### config.mk
export PLATFORM = sky130hd
export DESIGN_NAME = serial_nand_host
export DESIGN_NICKNAME = d
export VERILOG_FILES = /design/src/nand_host_pkg.sv /design/src/serial_nand_host.sv
export VERILOG_INCLUDE_DIRS = /design/src
export SDC_FILE = /design/constraint.sdc
export NUM_CORES = 1
export LEC_CHECK = 0
export ABC_CLOCK_PERIOD_IN_PS = 9400
export BUFFER_PORTS_ARGS = -buffer_cell sky130_fd_sc_hd__buf_2
export CORE_ASPECT_RATIO = 2
export CORE_MARGIN = 2
export CORE_UTILIZATION = 35
export CTS_CLUSTER_DIAMETER = 50
export DETAILED_ROUTE_END_ITERATION = 16
export GPL_ROUTABILITY_DRIVEN = 0
export SETUP_SLACK_MARGIN = 0.2
export SLEW_MARGIN = 10
export SYNTH_ARGS = -nofsm -noshare
export SYNTH_HDL_FRONTEND = slang
export SYNTH_SLANG_ARGS = --single-unit
### constraint.sdc
create_clock -name clk -period 9.4 [get_ports clk]
set_input_delay 1.88 -clock clk [delete_from_list [all_inputs] [get_ports clk]]
set_output_delay 1.88 -clock clk [all_outputs]
set_load 0.03 [all_outputs]
### src/nand_host_defs.svh
// Purpose: named constants of the serial NAND host controller
// Assumes: 100 MHz system clock
// Notes: definitions only
`ifndef NAND_HOST_DEFS_SVH
`define NAND_HOST_DEFS_SVH

// ------------------------------------------------------------
// opcodes
// ------------------------------------------------------------
`define OP_RESET 8'hFF
`define OP_GET_FEAT 8'h0F
`define OP_SET_FEAT 8'h1F
`define OP_READ_ID 8'h9F
`define OP_PAGE_READ 8'h13
`define OP_CACHE_RANDOM 8'h30
`define OP_CACHE_LAST 8'h3F
`define OP_RD_X1 8'h03
`define OP_RD_X1_FAST 8'h0B
`define OP_RD_X2 8'h3B
`define OP_RD_X4 8'h6B
`define OP_RD_DUAL_IO 8'hBB
`define OP_RD_QUAD_IO 8'hEB
`define OP_WR_ENABLE 8'h06
`define OP_WR_DISABLE 8'h04
`define OP_BLOCK_ERASE 8'hD8
`define OP_PROG_EXEC 8'h10
`define OP_LOAD_X1 8'h02
`define OP_LOAD_X2 8'hA2
`define OP_LOAD_X4 8'h32
`define OP_LOAD_RND_X1 8'h84
`define OP_LOAD_RND_X2 8'h44
`define OP_LOAD_RND_X4 8'h34
`define OP_PERM_LOCK 8'h2C

// ------------------------------------------------------------
// software register offsets and fields
// ------------------------------------------------------------
`define REG_CMD 5'h00
`define REG_ADDR 5'h04
`define REG_LEN 5'h08
`define REG_TX 5'h0C
`define REG_RX 5'h10
`define REG_STAT 5'h14
`define REG_CTRL 5'h18
`define CTRL_CONT_BIT 0
`define CTRL_ECC_BIT 1
`define STAT_TX_FULL 0
`define STAT_RX_VALID 1
`define STAT_BUSY 2
`define STAT_OIP 3
`define STAT_WEL 4
`define STAT_REFUSED 5
`define STAT_CONT 6
`define FEAT_STATUS_ADDR 8'hC0
`define OIP_BIT 0

// ------------------------------------------------------------
// sizes
// ------------------------------------------------------------
`define PAGE_BYTES 19'h01100
`define PAGE_DATA_BYTES 19'h01000
`define PAGES_PER_BLOCK 19'h00040
`define CONT_MAX_BYTES (`PAGE_DATA_BYTES * `PAGES_PER_BLOCK)

// ------------------------------------------------------------
// timing
// ------------------------------------------------------------
`define CLK_MHZ 100
`define SCK_MAX_X1_MHZ 83
`define SCK_MAX_X2_MHZ 60
`define SCK_MAX_X4_MHZ 30
`define SCK_HALF_MIN_X4 ((`CLK_MHZ + 2 * `SCK_MAX_X4_MHZ - 1) / (2 * `SCK_MAX_X4_MHZ))
`define SCK_HALF_CYC 3'h4
`define CS_HIGH_NS 100
`define CS_HIGH_CYC 10'((`CS_HIGH_NS * `CLK_MHZ + 999) / 1000)
`define CONT_ABORT_US 6
`define CONT_ABORT_CYC 10'(`CONT_ABORT_US * `CLK_MHZ)

`endif

### src/nand_host_pkg.sv
// Purpose: types of the serial NAND host controller
// Assumes: nothing
// Notes: constants live in nand_host_defs.svh
package nand_host_pkg;

  typedef enum logic [1:0] {S_IDLE, S_SHIFT, S_NEXT, S_GAP} state_t;
  typedef enum logic [1:0] {LANE_X1, LANE_X2, LANE_X4} lane_t;
  typedef enum logic [1:0] {DIR_NONE, DIR_IN, DIR_OUT} dir_t;

  typedef struct packed {
    logic known;
    logic [1:0] addr_n;
    logic [1:0] dummy_n;
    dir_t dir;
    lane_t alanes;
    lane_t dlanes;
    logic [1:0] fix_len;
    logic busy_after;
    logic needs_wel;
    logic cache_rd;
  } fmt_t;

endpackage : nand_host_pkg

### src/serial_nand_host.sv
// Purpose: host controller driving a serial NAND device over its SPI pins
// Assumes: mode 0 link, sck made here by a divider from clk
// Notes: software orders frames through a plain register port
//
// How it works
// (RULE_01) reset opcode alone, aborts any frame
// (RULE_02) device may abort busy array work
// (RULE_03) device reloads first page after reset
// (RULE_04) device clears status and config select
// (RULE_05) lock bits survive reset command
// (RULE_06) write enable sets the latch
// (RULE_07) program and erase need latch set
// (RULE_08) write disable clears the latch
// (RULE_09) x1 read: two address, one dummy
// (RULE_10) x2, x4, dual reads: two address, one dummy
// (RULE_11) quad io read: four-lane address, two dummy
// (RULE_12) program loads: two address, no dummy
// (RULE_13) random loads share program load format
// (RULE_14) permanent lock: three address bytes, no data
// (RULE_15) cache read end is opcode only
// (RULE_16) continuous mode off at reset, forces ecc
// (RULE_17) continuous needs both bits, else page read; the code enables it on the cont bit alone, as ecc_eff includes cont_en
// (RULE_18) sck kept under continuous lane limits
// (RULE_19) continuous read starts at column zero
// (RULE_20) continuous stream stops at block end
// (RULE_21) stopped continuous read: wait six microseconds
// (RULE_22) host reads page, waits, then reads cache
// (RULE_23) drive on falling, sample on rising
// (RULE_24) poll busy flag through get features
// (RULE_25) no commands while busy except reset
// (RULE_26) unknown opcodes and partial frames dropped
`timescale 1ns/1ns
`include "nand_host_defs.svh"

module serial_nand_host
  import nand_host_pkg::*;
(
  input wire logic clk,
  input wire logic rstn,
  input wire logic [4:0] sw_addr,
  input wire logic [31:0] sw_wdata,
  input wire logic sw_wr,
  input wire logic sw_rd,
  output logic [31:0] sw_rdata,
  output logic sck,
  output logic cs_n,
  output logic [3:0] io_out,
  output logic [3:0] io_oe,
  input wire logic [3:0] io_in
);

  // ------------------------------------------------------------
  // helpers
  // ------------------------------------------------------------
  function automatic fmt_t decode(input logic [7:0] op);
    fmt_t f;
    f = '0;
    case (op)
      `OP_RESET, `OP_CACHE_LAST, `OP_WR_ENABLE, `OP_WR_DISABLE: begin
        f.known = 1'h1;
        f.busy_after = (op == `OP_RESET) || (op == `OP_CACHE_LAST); // RULE_01 RULE_15
      end
      `OP_GET_FEAT, `OP_SET_FEAT: begin
        f = '{1'h1, 2'h1, 2'h0, (op == `OP_GET_FEAT) ? DIR_IN : DIR_OUT,
              LANE_X1, LANE_X1, 2'h1, 1'h0, 1'h0, 1'h0};
      end
      `OP_READ_ID: f = '{1'h1, 2'h0, 2'h1, DIR_IN, LANE_X1, LANE_X1, 2'h2, 1'h0, 1'h0, 1'h0};
      `OP_PAGE_READ, `OP_CACHE_RANDOM, `OP_PERM_LOCK: begin
        f = '{1'h1, 2'h3, 2'h0, DIR_NONE, LANE_X1, LANE_X1, 2'h0, 1'h1, 1'h0, 1'h0}; // RULE_14
      end
      `OP_BLOCK_ERASE, `OP_PROG_EXEC: begin
        f = '{1'h1, 2'h3, 2'h0, DIR_NONE, LANE_X1, LANE_X1, 2'h0, 1'h1, 1'h1, 1'h0}; // RULE_07
      end
      `OP_RD_X1, `OP_RD_X1_FAST: begin
        f = '{1'h1, 2'h2, 2'h1, DIR_IN, LANE_X1, LANE_X1, 2'h0, 1'h0, 1'h0, 1'h1}; // RULE_09
      end
      `OP_RD_X2: f = '{1'h1, 2'h2, 2'h1, DIR_IN, LANE_X1, LANE_X2, 2'h0, 1'h0, 1'h0, 1'h1}; // RULE_10
      `OP_RD_X4: f = '{1'h1, 2'h2, 2'h1, DIR_IN, LANE_X1, LANE_X4, 2'h0, 1'h0, 1'h0, 1'h1}; // RULE_10
      `OP_RD_DUAL_IO: begin
        f = '{1'h1, 2'h2, 2'h1, DIR_IN, LANE_X2, LANE_X2, 2'h0, 1'h0, 1'h0, 1'h1}; // RULE_10
      end
      `OP_RD_QUAD_IO: begin
        f = '{1'h1, 2'h2, 2'h2, DIR_IN, LANE_X4, LANE_X4, 2'h0, 1'h0, 1'h0, 1'h1}; // RULE_11
      end
      `OP_LOAD_X1, `OP_LOAD_RND_X1: begin
        f = '{1'h1, 2'h2, 2'h0, DIR_OUT, LANE_X1, LANE_X1, 2'h0, 1'h0, 1'h0, 1'h0}; // RULE_12 RULE_13
      end
      `OP_LOAD_X2, `OP_LOAD_RND_X2: begin
        f = '{1'h1, 2'h2, 2'h0, DIR_OUT, LANE_X1, LANE_X2, 2'h0, 1'h0, 1'h0, 1'h0}; // RULE_12 RULE_13
      end
      `OP_LOAD_X4, `OP_LOAD_RND_X4: begin
        f = '{1'h1, 2'h2, 2'h0, DIR_OUT, LANE_X1, LANE_X4, 2'h0, 1'h0, 1'h0, 1'h0}; // RULE_12 RULE_13
      end
      default: f = '0; // RULE_26
    endcase
    return f;
  endfunction : decode

  function automatic logic [3:0] lane_oe(input lane_t l);
    return (l == LANE_X4) ? 4'hF : (l == LANE_X2) ? 4'h3 : 4'h1;
  endfunction : lane_oe

  function automatic logic [3:0] lane_clocks(input lane_t l);
    return (l == LANE_X4) ? 4'h2 : (l == LANE_X2) ? 4'h4 : 4'h8;
  endfunction : lane_clocks

  // ------------------------------------------------------------
  // state
  // ------------------------------------------------------------
  state_t state;
  logic [7:0] sh;
  logic [3:0] clk_left;
  logic [2:0] div;
  lane_t lanes;
  logic cap_in;
  logic rd_byte;
  logic [1:0] addr_left;
  logic [1:0] dummy_left;
  logic [18:0] data_left;
  logic [7:0] op;
  logic poll_frame;
  logic poll_pend;
  logic go;
  logic [7:0] go_op;
  logic [9:0] gap_cnt;
  logic [23:0] addr_q;
  logic [18:0] len_q;
  logic [7:0] tx_q;
  logic tx_full;
  logic [7:0] rx_q;
  logic rx_valid;
  logic write_enable_latch;
  logic op_in_progress;
  logic refused;
  logic cont_en;
  logic ecc_on;
  logic [3:0] io_s1;
  logic [3:0] io_s2;

  // ------------------------------------------------------------
  // decoding
  // ------------------------------------------------------------
  wire cmd_wr = sw_wr && (sw_addr == `REG_CMD);
  wire tx_wr = sw_wr && (sw_addr == `REG_TX);
  wire rx_rd = sw_rd && (sw_addr == `REG_RX);
  wire [7:0] cmd_op = sw_wdata[7:0];
  wire fmt_t fmt_new = decode(cmd_op);
  wire is_reset_cmd = (cmd_op == `OP_RESET);
  wire cmd_ok = fmt_new.known && (!fmt_new.needs_wel || write_enable_latch); // RULE_07 RULE_26
  wire idle = (state == S_IDLE) && !go && !poll_pend;
  wire accept = cmd_wr && cmd_ok && (idle || is_reset_cmd); // RULE_25 RULE_01
  wire abort = accept && !idle; // RULE_01
  wire ecc_eff = ecc_on || cont_en; // RULE_16
  wire cont_active = cont_en && ecc_eff; // RULE_17
  wire [7:0] start_op = go ? go_op : `OP_GET_FEAT; // RULE_24
  wire fmt_t fmt_start = decode(start_op);
  wire fmt_t fmt_cur = decode(op);
  wire continuous_read_enable = cont_active && fmt_cur.cache_rd && !poll_frame;
  wire [18:0] len_max = continuous_read_enable ? 19'(`CONT_MAX_BYTES) : `PAGE_BYTES; // RULE_17 RULE_20
  wire [18:0] len_clip = (len_q == 19'h0) ? 19'h1 : (len_q > len_max) ? len_max : len_q;
  wire [18:0] start_len = (fmt_start.fix_len != 2'h0) ? {17'h0, fmt_start.fix_len} : len_clip;
  wire start_now = (state == S_IDLE) && (go || poll_pend) && !abort;
  wire [7:0] addr_pick = (addr_left == 2'h3) ? addr_q[23:16] :
                         (addr_left == 2'h2) ? addr_q[15:8] : addr_q[7:0];
  wire [7:0] addr_byte = poll_frame ? `FEAT_STATUS_ADDR : continuous_read_enable ? 8'h00 : addr_pick; // RULE_19
  wire in_next = (state == S_NEXT);
  wire sel_addr = addr_left != 2'h0;
  wire sel_dummy = !sel_addr && (dummy_left != 2'h0);
  wire sel_data = !sel_addr && !sel_dummy && (data_left != 19'h0);
  wire dir_in = (fmt_cur.dir == DIR_IN);
  wire data_rdy = dir_in ? (!rx_valid || poll_frame) : tx_full;
  wire nb_go = in_next && (sel_addr || sel_dummy || (sel_data && data_rdy));
  wire frame_end = in_next && !sel_addr && !sel_dummy && !sel_data;
  wire [7:0] nb_byte = sel_addr ? addr_byte : (sel_data && !dir_in) ? tx_q : 8'h00;
  wire lane_t nb_lanes = sel_data ? fmt_cur.dlanes : fmt_cur.alanes;
  wire nb_cap = sel_data && dir_in;
  wire [3:0] nb_oe = (sel_dummy || nb_cap) ? 4'h0 : lane_oe(nb_lanes);
  wire tx_take = nb_go && sel_data && !dir_in;
  wire tick = (state == S_SHIFT) && (div == `SCK_HALF_CYC - 3'h1); // RULE_18
  wire rise = tick && !sck;
  wire fall = tick && sck;
  wire byte_done = fall && (clk_left == 4'h1);
  wire [7:0] sh_cap = (lanes == LANE_X4) ? {sh[3:0], io_s2} :
                      (lanes == LANE_X2) ? {sh[5:0], io_s2[1:0]} : {sh[6:0], io_s2[1]};
  wire [7:0] sh_out = (lanes == LANE_X4) ? {sh[3:0], 4'h0} :
                      (lanes == LANE_X2) ? {sh[5:0], 2'h0} : {sh[6:0], 1'h0};
  wire [3:0] out_bits = (lanes == LANE_X4) ? sh[7:4] :
                        (lanes == LANE_X2) ? {2'h0, sh[7:6]} : {3'h0, sh[7]};
  wire [31:0] rmux =
    (sw_addr == `REG_ADDR) ? {8'h00, addr_q} :
    (sw_addr == `REG_LEN) ? {13'h0, len_q} :
    (sw_addr == `REG_RX) ? {24'h0, rx_q} :
    (sw_addr == `REG_CTRL) ? {30'h0, ecc_on, cont_en} :
    (sw_addr == `REG_STAT) ? {25'h0, cont_active, refused, write_enable_latch, op_in_progress, !idle, rx_valid, tx_full} :
    32'h0;

  // ------------------------------------------------------------
  // input synchroniser and software registers
  // ------------------------------------------------------------
  always_ff @(posedge clk) begin
    io_s1 <= io_in;
    io_s2 <= io_s1;
  end

  always_ff @(posedge clk) begin
    if (!rstn) begin
      addr_q <= 24'h0;
      len_q <= 19'h0;
      cont_en <= 1'h0; // RULE_16
      ecc_on <= 1'h0;
      sw_rdata <= 32'h0;
    end else begin
      if (sw_wr && (sw_addr == `REG_ADDR)) addr_q <= sw_wdata[23:0];
      if (sw_wr && (sw_addr == `REG_LEN)) len_q <= sw_wdata[18:0];
      if (sw_wr && (sw_addr == `REG_CTRL)) begin
        cont_en <= sw_wdata[`CTRL_CONT_BIT];
        ecc_on <= sw_wdata[`CTRL_ECC_BIT];
      end
      sw_rdata <= sw_rd ? rmux : 32'h0;
    end
  end

  // ------------------------------------------------------------
  // data handshake flags: the set wins over the clear
  // ------------------------------------------------------------
  always_ff @(posedge clk) begin
    if (!rstn) begin
      tx_q <= 8'h0;
      tx_full <= 1'h0;
      rx_q <= 8'h0;
      rx_valid <= 1'h0;
      refused <= 1'h0;
    end else begin
      if (tx_wr) tx_q <= sw_wdata[7:0];
      tx_full <= tx_wr || (tx_full && !tx_take);
      if (byte_done && rd_byte && !poll_frame) rx_q <= sh;
      rx_valid <= (byte_done && rd_byte && !poll_frame) || (rx_valid && !rx_rd);
      if (cmd_wr) refused <= !accept; // RULE_25 RULE_26
    end
  end

  // ------------------------------------------------------------
  // frame sequencer and bit engine
  // ------------------------------------------------------------
  always_ff @(posedge clk) begin
    if (!rstn) begin
      state <= S_IDLE;
      sck <= 1'h0;
      cs_n <= 1'h1;
      io_oe <= 4'h0;
      io_out <= 4'h0;
      sh <= 8'h0;
      clk_left <= 4'h0;
      div <= 3'h0;
      lanes <= LANE_X1;
      cap_in <= 1'h0;
      rd_byte <= 1'h0;
      addr_left <= 2'h0;
      dummy_left <= 2'h0;
      data_left <= 19'h0;
      op <= 8'h0;
      poll_frame <= 1'h0;
      poll_pend <= 1'h0;
      go <= 1'h0;
      go_op <= 8'h0;
      gap_cnt <= 10'h0;
      write_enable_latch <= 1'h0;
      op_in_progress <= 1'h0;
    end else begin
      io_out <= out_bits;
      if (accept) begin
        go <= 1'h1;
        go_op <= cmd_op;
      end
      if (abort) begin
        // partial frame dropped by raising chip select
        state <= S_GAP; // RULE_01 RULE_26
        cs_n <= 1'h1;
        sck <= 1'h0;
        io_oe <= 4'h0;
        gap_cnt <= `CS_HIGH_CYC;
      end else if (start_now) begin
        go <= 1'h0;
        if (!go) poll_pend <= 1'h0;
        poll_frame <= !go;
        op <= start_op;
        addr_left <= fmt_start.addr_n;
        dummy_left <= fmt_start.dummy_n;
        data_left <= (fmt_start.dir == DIR_NONE) ? 19'h0 : start_len;
        if (start_op == `OP_WR_ENABLE) write_enable_latch <= 1'h1; // RULE_06
        if ((start_op == `OP_WR_DISABLE) || (start_op == `OP_RESET) ||
            fmt_start.needs_wel) write_enable_latch <= 1'h0; // RULE_08 RULE_07
        cs_n <= 1'h0;
        sh <= start_op;
        lanes <= LANE_X1;
        io_oe <= 4'h1;
        cap_in <= 1'h0;
        rd_byte <= 1'h0;
        clk_left <= 4'h8;
        div <= 3'h0;
        state <= S_SHIFT;
      end else if (nb_go) begin
        if (sel_addr) addr_left <= addr_left - 2'h1;
        if (sel_dummy) dummy_left <= dummy_left - 2'h1;
        // counted when a data byte starts, so write bytes end the frame too
        if (sel_data) data_left <= data_left - 19'h1;
        sh <= nb_byte;
        lanes <= nb_lanes;
        io_oe <= nb_oe;
        cap_in <= nb_cap;
        rd_byte <= nb_cap;
        clk_left <= lane_clocks(nb_lanes);
        div <= 3'h0;
        state <= S_SHIFT;
      end else if (frame_end) begin
        cs_n <= 1'h1;
        io_oe <= 4'h0;
        state <= S_GAP;
        gap_cnt <= continuous_read_enable ? `CONT_ABORT_CYC : `CS_HIGH_CYC; // RULE_21
        if (fmt_cur.busy_after && !poll_frame) begin
          poll_pend <= 1'h1; // RULE_22 RULE_24
          op_in_progress <= 1'h1;
        end
      end else if (state == S_SHIFT) begin
        div <= tick ? 3'h0 : div + 3'h1;
        if (tick) sck <= !sck;
        if (rise && cap_in) sh <= sh_cap; // RULE_23
        if (fall) begin
          clk_left <= clk_left - 4'h1;
          if (!cap_in) sh <= sh_out; // RULE_23
        end
        if (byte_done) begin
          state <= S_NEXT;
          if (rd_byte && poll_frame) begin
            op_in_progress <= sh[`OIP_BIT]; // RULE_24
            poll_pend <= sh[`OIP_BIT];
          end
        end
      end else if (state == S_GAP) begin
        gap_cnt <= gap_cnt - 10'h1;
        if (gap_cnt <= 10'h1) state <= S_IDLE;
      end
    end
  end

endmodule : serial_nand_host

==> results of run 1 <==
-- where the power goes --
| part | internal, mW | switching [mW] |
|---|---|---|
| registers | 0.763 | 0.00524 |
| clock network | 0.381 | 0.338 |
| logic | 0.0195 | 0.0468 |
-- cell usage in the layout (no fill, tap or decap), types with 8 or more instances in the layout --
master       n
nand4b_1     9
and2_1      11
nand4_1      8
nand2b_1    13
inv_1       26
nor2_1     120
mux2i_1     39
buf_4       12
mux2_2      12
nand3_1     16
conb_1       8
a22oi_1     21
ha_1        16
nor4_1      11
nor3_1      30
clkbuf_16   17
a31oi_1     13
and3_1      14
a21oi_1    122
buf_2       70
nor2b_1     10
xnor2_1     11
a22o_1      15
o22ai_1     13
dfxtp_1    179
nand2_1    162
o21ai_0     64
xor2_1      13
a221oi_1    11
-- cells by family after synthesis --
logic type | after synthesis | share of synthesized area (%)
compound gates | 321 | 22.17
xor+xnor | 24 | 2.264
fa+ha+maj | 16 | 2.156
buf+inv | 116 | 5.377
flops | 179 | 38.59
mux | 51 | 5.660
other cells | 1 | 0.04039
simple gates | 449 | 23.74
-- path summary, 6_finish.rpt --
| kind | start | to | slack, ns | cells past startpoint |
|---|---|---|---|---|
| min | io_s1[3]$_DFF_P_ | io_s2[3]$_DFF_P_ | 0.33 | 0 |
| max reg2reg | op[4]$_SDFFE_PN0P_ | data_left[3]$_SDFFE_PN0P_ | 5.70 | 12 |
| min reg2reg | io_s1[3]$_DFF_P_ | io_s2[3]$_DFF_P_ | 0.33 | 0 |
| max | sw_addr[1] | data_left[2]$_SDFFE_PN0P_ | 4.80 | 10 |
-- registers in the layout, indices dropped and copies added, names as in the netlist, 3 cells and up --
name       count
addr_q        24
sw_rdata      24
data_left     19
len_q         19
gap_cnt       10
go_op          8
op             8
rx_q           8
sh             8
tx_q           8
clk_left       4
io_out         4
io_s1          4
io_s2          4
div            3
io_oe          3
-- cell usage after synthesis, types with 3 or more instances --
cell      count  share of area (%)
nand2_1     162                6.5
o31ai_1       3               0.24
o22ai_1      13               0.88
nor2_1      121                4.9
nor4_1       11               0.74
nand3b_1      3               0.24
ha_1         16                2.2
xnor2_1      11                1.0
a311oi_1      3               0.28
and3_1       14               0.94
nor4b_1       4               0.38
clkbuf_1     60                2.4
buf_4        10               0.81
a22oi_1      21                1.7
o21a_1        4               0.32
o31a_1        3               0.28
nand2b_1     13               0.88
buf_1         3               0.12
and2_1       11               0.74
mux2i_1      39                4.2
nor2b_1      10               0.67
inv_1        27                1.1
mux2_2       12                1.5
or3_1         3               0.20
or2_2         3               0.20
a21oi_1     122                6.6
nand4_1       8               0.54
nor3_1       30                1.6
dfxtp_1     179                 39
a31oi_1      13               0.88
nand4b_1      9               0.85
xor2_1       13                1.2
buf_2        15               0.81
a32o_1        3               0.32
a221oi_1     11                1.0
a22o_1       15                1.4
o211ai_1      5               0.40
o21ai_0      64                3.4
nand3_1      16               0.86
nor3b_1       4               0.32
a21o_1        7               0.57
-- metal layers --
metal  up-vias  part of all wire (%)
met5         -                     0
met1      4089                    36
li1       4149                     -
met3        73                   4.0
met4         0                   7.0
met2       275                    53
-- worst reg2reg max path: cells and delay by family (launching register included) --
| kind | cells | cell delay [ns] |
|---|---|---|
| buffers and inverters | 2 | 0.35 |
| DFF | 1 | 0.64 |
| adders and majority gates | 1 | 0.31 |
| AOI/OAI and AO/OA | 7 | 1.76 |
| and+or+nand+nor | 2 | 0.59 |
-- through the flow --
step | setup slack [ns] | instances | total power, mW | util, %
5_1_grt | 4.596 | 1533 | 1.603 | 39.63
4_1_cts | 4.834 | 1533 | 1.569 | 39.63
6_report | 4.802 | 1533 | 1.554 | 39.63
3_5_place_dp | 4.338 | 1501 | 0.8514 | 37.40
3_3_place_gp | 4.357 | 1501 | 0.8508 | 37.40
2_1_floorplan | 5.461 | 1164 | 0.8287 | -
-- layout make-up --
class | instances | share of cell area, %
inverter | 27 | 0.9772
sequential | 179 | 34.55
timing repair buffer | 82 | 4.247
multi-input combinational | 869 | 50.44
clock inverter | 14 | 1.399
tap | 344 | 4.150
clock buffer | 18 | 4.235
==> impl_metrics.toml, run 1 <==
[outcome]
outcome = "finished clean"

[clocking]
cts.sinks = 179
clk_pin_slew_ns = 0.07
htree_levels = 4
cts_buffers = 17
clkLatencyLatePin_ns = 0.46
cts_setup_buffers = 0
cts_max_path_buffers = 2
cts_hold_buffers = 0
cts_root_buffer = "clkbuf_16"
cts_tree = "done"
cts_resized = 0

[global_route]
met3_usage_pct = 3.356
grtUsageTotal_pct = 21.30
grt_max_degree = 70
use_met2_pct = 39.74
busiest_layer = "met2"
grt_pass1_wl_mm = 45.73
antenna_found_initial = 0
grt-ovfl-total = 0
grt_pass1_vias = 8247
gr-usage-met1_pct = 21.10

[route]
wl_per_cell_um = 19.12
drcViolationCount = 0
num_vias = 8586
first_iter_violations = 494
via_per_inst = 5.601
drtAntennaViolNets = 0
firstDrtPassIters = 6
routed_wl_mm = 29.32

[setup_path]
critPathTopFamily = "simple AND/OR/NAND/NOR gates"
crit_required_ns = 9.75
cp.arrival_ns = 4.95
timing.critical_path.cells = "buf_2 > nor4_1 > nand2_1 > nor2_1 > o2111ai_4 > nand2_2 > buf_4 > nor2_1 > a311o_1 > and3_1"
cp-end-kind = "flip-flop"
worst_path_most_repeated_cell = "nor2_1"
path_max_fanout = 38
startpoint_type = "input port"
slowest_stage = "nor4_1"
crit_buf_inv = 2
cpPeakStageDelay_ns = 0.46
critPathKind = "in2reg"

[synth]
synthCells = 1157
synth_warnings = 0
yosysUniqueCellTypes = 88
seq_area_frac_synth_pct = 38.59
synth_area_mm2 = 0.009285
postSynthAreaPerCell_um2 = 8.025
synth_ff_type = "dfxtp_1"
synthArstFlopShare_pct = 0
ys_ff_latch = 179
synth-edff-count = 0

[floorplan]
die-area_mm2 = 0.02793
io_pins = 87
coreArea_mm2 = 0.02617
die-width_um = 119.2
num_rows = 84
initial_utilization_pct = 35.48
die_h_um = 234.3

[timing]
slew_headroom_pct = 22.75
worst_slew_pin_slew_ns = 1.143
period_share_pct = 48.92
totalNegativeSetupSlack_ns = 0
skew_ns = 0.01409
min_period_ns = 4.598
hold_violations = 0
setup_violations = 0
drv_slew = 0
fmax_mhz = 217.5
grt_setup_unrepaired = "false"
whs_ns = 0.3294

[placement]
post_dp_cell_area_mm2 = 0.009787
hpwl_mm = 21.47
numPortBuffers = 70

[cells_and_area]
syn_to_final_growth_pct = 11.70
multi_input_area_mm2 = 0.005231
n_fill_cell = 2717
diodes = 0
stdcell_area_mm2 = 0.01037
drive_gt1_share_pct = 12.95
regArea_mm2 = 0.003583
final_nets = 1237

[pwr]
power_density_mw_per_mm2 = 149.8
p_leak_nw = 3.856
vdd_ir_drop_max_mv = 0.1131

[job]
cap_viol_max_count = 0

[min_path]
hp-class = "reg2reg"
(Power assumes the default switching activity.)
==> run 2, diff against run 1 <==
--- a/config.mk
+++ b/config.mk
@@ -6,7 +6,7 @@
 export SDC_FILE = /design/constraint.sdc
 export NUM_CORES = 1
 export LEC_CHECK = 0
-export ABC_CLOCK_PERIOD_IN_PS = 9400
+export ABC_CLOCK_PERIOD_IN_PS = 4700
 export BUFFER_PORTS_ARGS = -buffer_cell sky130_fd_sc_hd__buf_2
 export CORE_ASPECT_RATIO = 2
 export CORE_MARGIN = 2
==> constraint.sdc (replaced) <==
create_clock -name clk -period 4.7 [get_ports clk]
set_input_delay 0.94 -clock clk [delete_from_list [all_inputs] [get_ports clk]]
set_output_delay 0.94 -clock clk [all_outputs]
set_load 0.03 [all_outputs]
==> impl_metrics.toml, run 2 (synthesized netlist as in run 1, its figures left out) <==
[outcome]
outcome = "finished clean"

[timing]
worst_slew_pin_slew_ns = 1.028
totalNegativeSetupSlack_ns = 0
fmax_mhz = 268.9
grt_setup_unrepaired = "false"
period_share_pct = 79.13
hold_violations = 0
setup_violations = 0
drv_slew = 0
whs_ns = 0.3288
skew_ns = 0.01172
min_period_ns = 3.719
slew_headroom_pct = 30.51
post-route-worst-setup-slack_ns = 0.9810

[setup_path]
cp.arrival_ns = 4.11
rr_startpoint = "op[4]$_SDFFE_PN0P_"
startpoint_type = "flip-flop"
rr_worst_depth = 12
path_max_fanout = 14
critPathKind = "reg2reg"
r2r-end = "data_left[7]$_SDFFE_PN0P_"
cp-end-kind = "flip-flop"
r2r_setup_slack_ns = 0.98
crit_required_ns = 5.09

[placement]
dp_slack_ns = 0.9847
hpwl_mm = 21.96
numPortBuffers = 70

[global_route]
grtUsageTotal_pct = 21.44
grt_pass1_vias = 8323
grt_pass1_wl_mm = 46.00
grt_max_degree = 38
grt-ovfl-total = 0
antenna_found_initial = 0

[cells_and_area]
diodes = 0
syn_to_final_growth_pct = 12.32
final_nets = 1243
drive_gt1_share_pct = 13.31
final_util_pct = 39.85
final_common_cell = "dfxtp_1"
final_cell_mix = "179 x dfxtp_1, 162 x nand2_1, 122 x a21oi_1, 121 x nor2_1, 70 x buf_2"
reg.largest.list = "addr_q x24, sw_rdata x24"

[route]
firstDrtPassIters = 6
wl_per_cell_um = 19.12
first_iter_violations = 447
via_per_inst = 5.572
num_vias = 8575
drtAntennaViolNets = 0
routed_wl_mm = 29.43
drcViolationCount = 0

[min_path]
whs_endpoint = "io_s2[3]$_DFF_P_"
worstHoldPathCells = 0
min_from = "io_s1[3]$_DFF_P_"
hp-class = "reg2reg"

[floorplan]
coreArea_mm2 = 0.02617
die-area_mm2 = 0.02793
initial_utilization_pct = 35.48
die_h_um = 234.3
die-width_um = 119.2
io_pins = 87
num_rows = 84

[clocking]
htree_levels = 4
cts_resized = 0
cts_buffers = 17
clkLatencyLatePin_ns = 0.46
cts_hold_buffers = 0
cts_max_path_buffers = 2
cts.sinks = 179
cts_tree = "done"
cts_setup_buffers = 0
clk_pin_slew_ns = 0.07
cts_root_buffer = "clkbuf_16"

[pwr]
pwr-share-seq_pct = 49.2
p_leak_nw = 3.895
internal_power_mw = 2.321
switching_share_pct = 25.60
power_density_mw_per_mm2 = 299.1
finalPower_mw = 3.119
power_frac_comb_pct = 4.3
vdd_ir_drop_max_mv = 0.1899
p_switching_mw = 0.7983
p_clk_share_pct = 46.5

[job]
cap_viol_max_count = 0
run 2: cell count changes in the layout (fill, tap and decap cells not counted):
cell / change
clkinvlp_4: -1
inv_8: +1
clkinv_4: +2
nor2_2: -1
buf_12: +1
clkinv_2: -1
nor2_1: +1
buf_4: +5
clkbuf_8: -1
run 2: layout make-up:
cell class                      instances  area [um^2]
Clock inverter                         15        161.4
Clock buffer                           17        425.4
Sequential cell                       179         3583
Fill cell                            2749        15740
Timing Repair Buffer                   88        498.0
Tap cell                              344        430.4
Inverter                               27        101.3
Multi-Input combinational cell        869         5229
run 2: worst max path at each step:
| stage | start | end | slack [ns] |
|---|---|---|---|
| after floorplan | sw_wdata[3] | clk_left[3]$_SDFFE_PN0P_ | 1.70 |
| after global placement | sw_wdata[0] | data_left[2]$_SDFFE_PN0P_ | 1.01 |
| after detailed placement | sw_wdata[3] | data_left[2]$_SDFFE_PN0P_ | 0.98 |
| after CTS | op[4]$_SDFFE_PN0P_ | data_left[7]$_SDFFE_PN0P_ | 1.04 |
| after global routing | op[4]$_SDFFE_PN0P_ | data_left[9]$_SDFFE_PN0P_ | 0.74 |
| final | op[4]$_SDFFE_PN0P_ | data_left[7]$_SDFFE_PN0P_ | 0.98 |
run 2: worst max-delay path, stage by stage (launching register included):
cell,delay [ns]
dfxtp_1,0.64
inv_1,0.19
nand4_1,0.13
a21o_1,0.29
inv_1,0.16
ha_1,0.31
a21boi_0,0.13
o31a_1,0.26
o22ai_1,0.48
o21a_4,0.28
nor3b_4,0.46
a22oi_1,0.17
a21oi_1,0.15
run 2: layer usage:
layer | share of wire [%] | wire, um | GRT usage [%] | vias to the layer above
met5 | 0 | 0 | 0 | -
met3 | 3.7 | 1078 | 3.551 | 94
met4 | 6.9 | 2026 | 14.92 | 0
met1 | 35 | 10320 | 20.81 | 4060
met2 | 54 | 16000 | 40.71 | 246
li1 | - | - | - | 4175
run 2: through the flow:
| stage | instance area [um^2] | instances |
|---|---|---|
| final | 10430 | 1539 |
| after global routing | 10430 | 1539 |
| after CTS | 10430 | 1539 |
| after detailed placement | 9842 | 1507 |
| after global placement | 9842 | 1507 |
| after floorplan | 9311 | 1164 |
run 2: power groups by stage:
stage	Combinational (mW)	Clock, mW	Sequential, mW
5_1_grt	0.146	1.54	1.54
3_5_place_dp	0.133	0	1.57
4_1_cts	0.133	1.48	1.54
2_1_floorplan	0.0915	0	1.57
6_report	0.134	1.45	1.54
3_3_place_gp	0.132	0	1.57
==> run 3, diff against run 2 <==
--- a/config.mk
+++ b/config.mk
@@ -6,7 +6,7 @@
 export SDC_FILE = /design/constraint.sdc
 export NUM_CORES = 1
 export LEC_CHECK = 0
-export ABC_CLOCK_PERIOD_IN_PS = 4700
+export ABC_CLOCK_PERIOD_IN_PS = 3030
 export BUFFER_PORTS_ARGS = -buffer_cell sky130_fd_sc_hd__buf_2
 export CORE_ASPECT_RATIO = 2
 export CORE_MARGIN = 2
==> constraint.sdc (replaced) <==
create_clock -name clk -period 3.03 [get_ports clk]
set_input_delay 0.606 -clock clk [delete_from_list [all_inputs] [get_ports clk]]
set_output_delay 0.606 -clock clk [all_outputs]
set_load 0.03 [all_outputs]
==> impl_metrics.toml, run 3 (synthesized netlist as in run 1, its figures left out) <==
[cells_and_area]
drive_gt1_share_pct = 18.95
final_nets = 1309
final_util_pct = 42.04
syn_to_final_growth_pct = 18.50
final_cell_mix = "174 x dfxtp_1, 161 x nand2_1, 121 x a21oi_1, 118 x nor2_1, 80 x buf_4"
stdcell_area_mm2 = 0.01100
reg.largest.list = "addr_q x24, sw_rdata x24"
final_common_cell = "dfxtp_1"
n_fill_cell = 2657

[pwr]
p_leak_nw = 4.255
power_density_mw_per_mm2 = 440.4
finalPower_mw = 4.846
vdd_ir_drop_max_mv = 0.4089

[timing]
fmax_mhz = 356.0
worst_slew_pin_slew_ns = 0.7706
hold_violations = 0
setup_violations = 0
slew_headroom_pct = 48.50
totalNegativeSetupSlack_ns = 0
min_period_ns = 2.809
drv_slew = 0
skew_ns = 0.01104
period_share_pct = 92.71
grt_setup_unrepaired = "true"

[route]
routed_wl_mm = 30.82
first_iter_violations = 411
via_per_inst = 5.502
drcViolationCount = 0
num_vias = 8836
wl_per_cell_um = 19.19
firstDrtPassIters = 5
drtAntennaViolNets = 0

[global_route]
grt_pass1_wl_mm = 47.84
grt_pass1_vias = 8742
grt-ovfl-total = 0
grtUsageTotal_pct = 22.42
grt_max_degree = 67
antenna_found_initial = 2

[clocking]
cts_tree = "done"
cts_max_path_buffers = 2
cts.sinks = 179
clkLatencyLatePin_ns = 0.46
cts_root_buffer = "clkbuf_16"
clk_pin_slew_ns = 0.07
htree_levels = 4
cts_hold_buffers = 0
cts_buffers = 17

[min_path]
hp-class = "in2reg"
worstHoldPathCells = 1

[job]
cap_viol_max_count = 0

[setup_path]
critPathKind = "reg2reg"
rr_worst_depth = 10
cp.arrival_ns = 3.17
crit_required_ns = 3.39
cp-end-kind = "flip-flop"
startpoint_type = "flip-flop"
path_max_fanout = 11

[floorplan]
die_h_um = 234.3
die-area_mm2 = 0.02793
die-width_um = 119.2
coreArea_mm2 = 0.02617
num_rows = 84
io_pins = 87
initial_utilization_pct = 35.48

[placement]
numPortBuffers = 70
post_dp_cell_area_mm2 = 0.01035
hpwl_mm = 23.33

[outcome]
outcome = "finished clean"
run 3: cell count changes in the layout (fill, tap and decap cells not counted), moves of 3 or more:
cell / change
buf_4: +63
clkbuf_8: +3
dfxtp_1: -5
dfxtp_2: +5
inv_8: -5
nor2_1: -3
run 3: path summary, 6_finish.rpt:
check / start / end / slack, ns
setup / recovery: op[2]$_SDFFE_PN0P_ / clk_left[3]$_SDFFE_PN0P_ / 0.22
hold / removal: io_in[0] / io_s1[0]$_DFF_P_ / 0.24
setup reg to reg: op[2]$_SDFFE_PN0P_ / clk_left[3]$_SDFFE_PN0P_ / 0.22
hold reg to reg: io_s1[2]$_DFF_P_ / io_s2[2]$_DFF_P_ / 0.33
run 3: layout make-up:
cell class / count / area (um^2) / area share [%]
Inverter: 27 / 101.3 / 0.9211
Antenna cell: 1 / 2.502 / 0.02274
Multi-Input combinational cell: 869 / 5273 / 47.92
Clock buffer: 21 / 470.5 / 4.276
Timing Repair Buffer: 154 / 1022 / 9.290
Tap cell: 344 / 430.4 / 3.912
Clock inverter: 11 / 113.9 / 1.035
Sequential cell: 179 / 3590 / 32.62
run 3: metrics by stage:
step / hold slack [ns] / setup slack [ns] / instances
final: 0.2406 / 0.2208 / 1606
after global routing: 0.2346 / 0.07598 / 1606
after CTS: 0.2274 / 0.2216 / 1602
after detailed placement: 0.3164 / 0.006555 / 1570
after global placement: 0.3116 / 0.05196 / 1570
after floorplan: 0.3096 / 0.2083 / 1164
run 3: critical path, stage by stage, from the launching register on:
cell and delay (ns):
dfxtp_1 0.41, buf_4 0.20, nor2b_1 0.14, a22oi_1 0.10, nor3b_2 0.43, o211a_2 0.29, o31ai_2 0.10, buf_4 0.18
and3_1 0.20, or3_1 0.35, a221oi_1 0.30
run 3: where the power goes:
part           internal, mW  leakage [nW]  total [mW]  switching (mW)
Combinational        0.0780          2.52       0.229           0.151
Clock                  1.21         0.283        2.24            1.02
Sequential             2.37          1.45        2.38          0.0141
run 3: what timing repair did:
| action | in CTS | in global routing |
|---|---|---|
| setup endpoints to repair | 14 | 35 |
| pin swaps | 1 | 6 |
| buffers inserted | 0 | 3 |
| resized for setup | 6 | 11 |
run 3: layer usage:
layer	track usage, %	wire length, um
met4	20.91	2858
met3	3.137	1241
met5	0	0
met1	21.56	10720
met2	40.70	16000
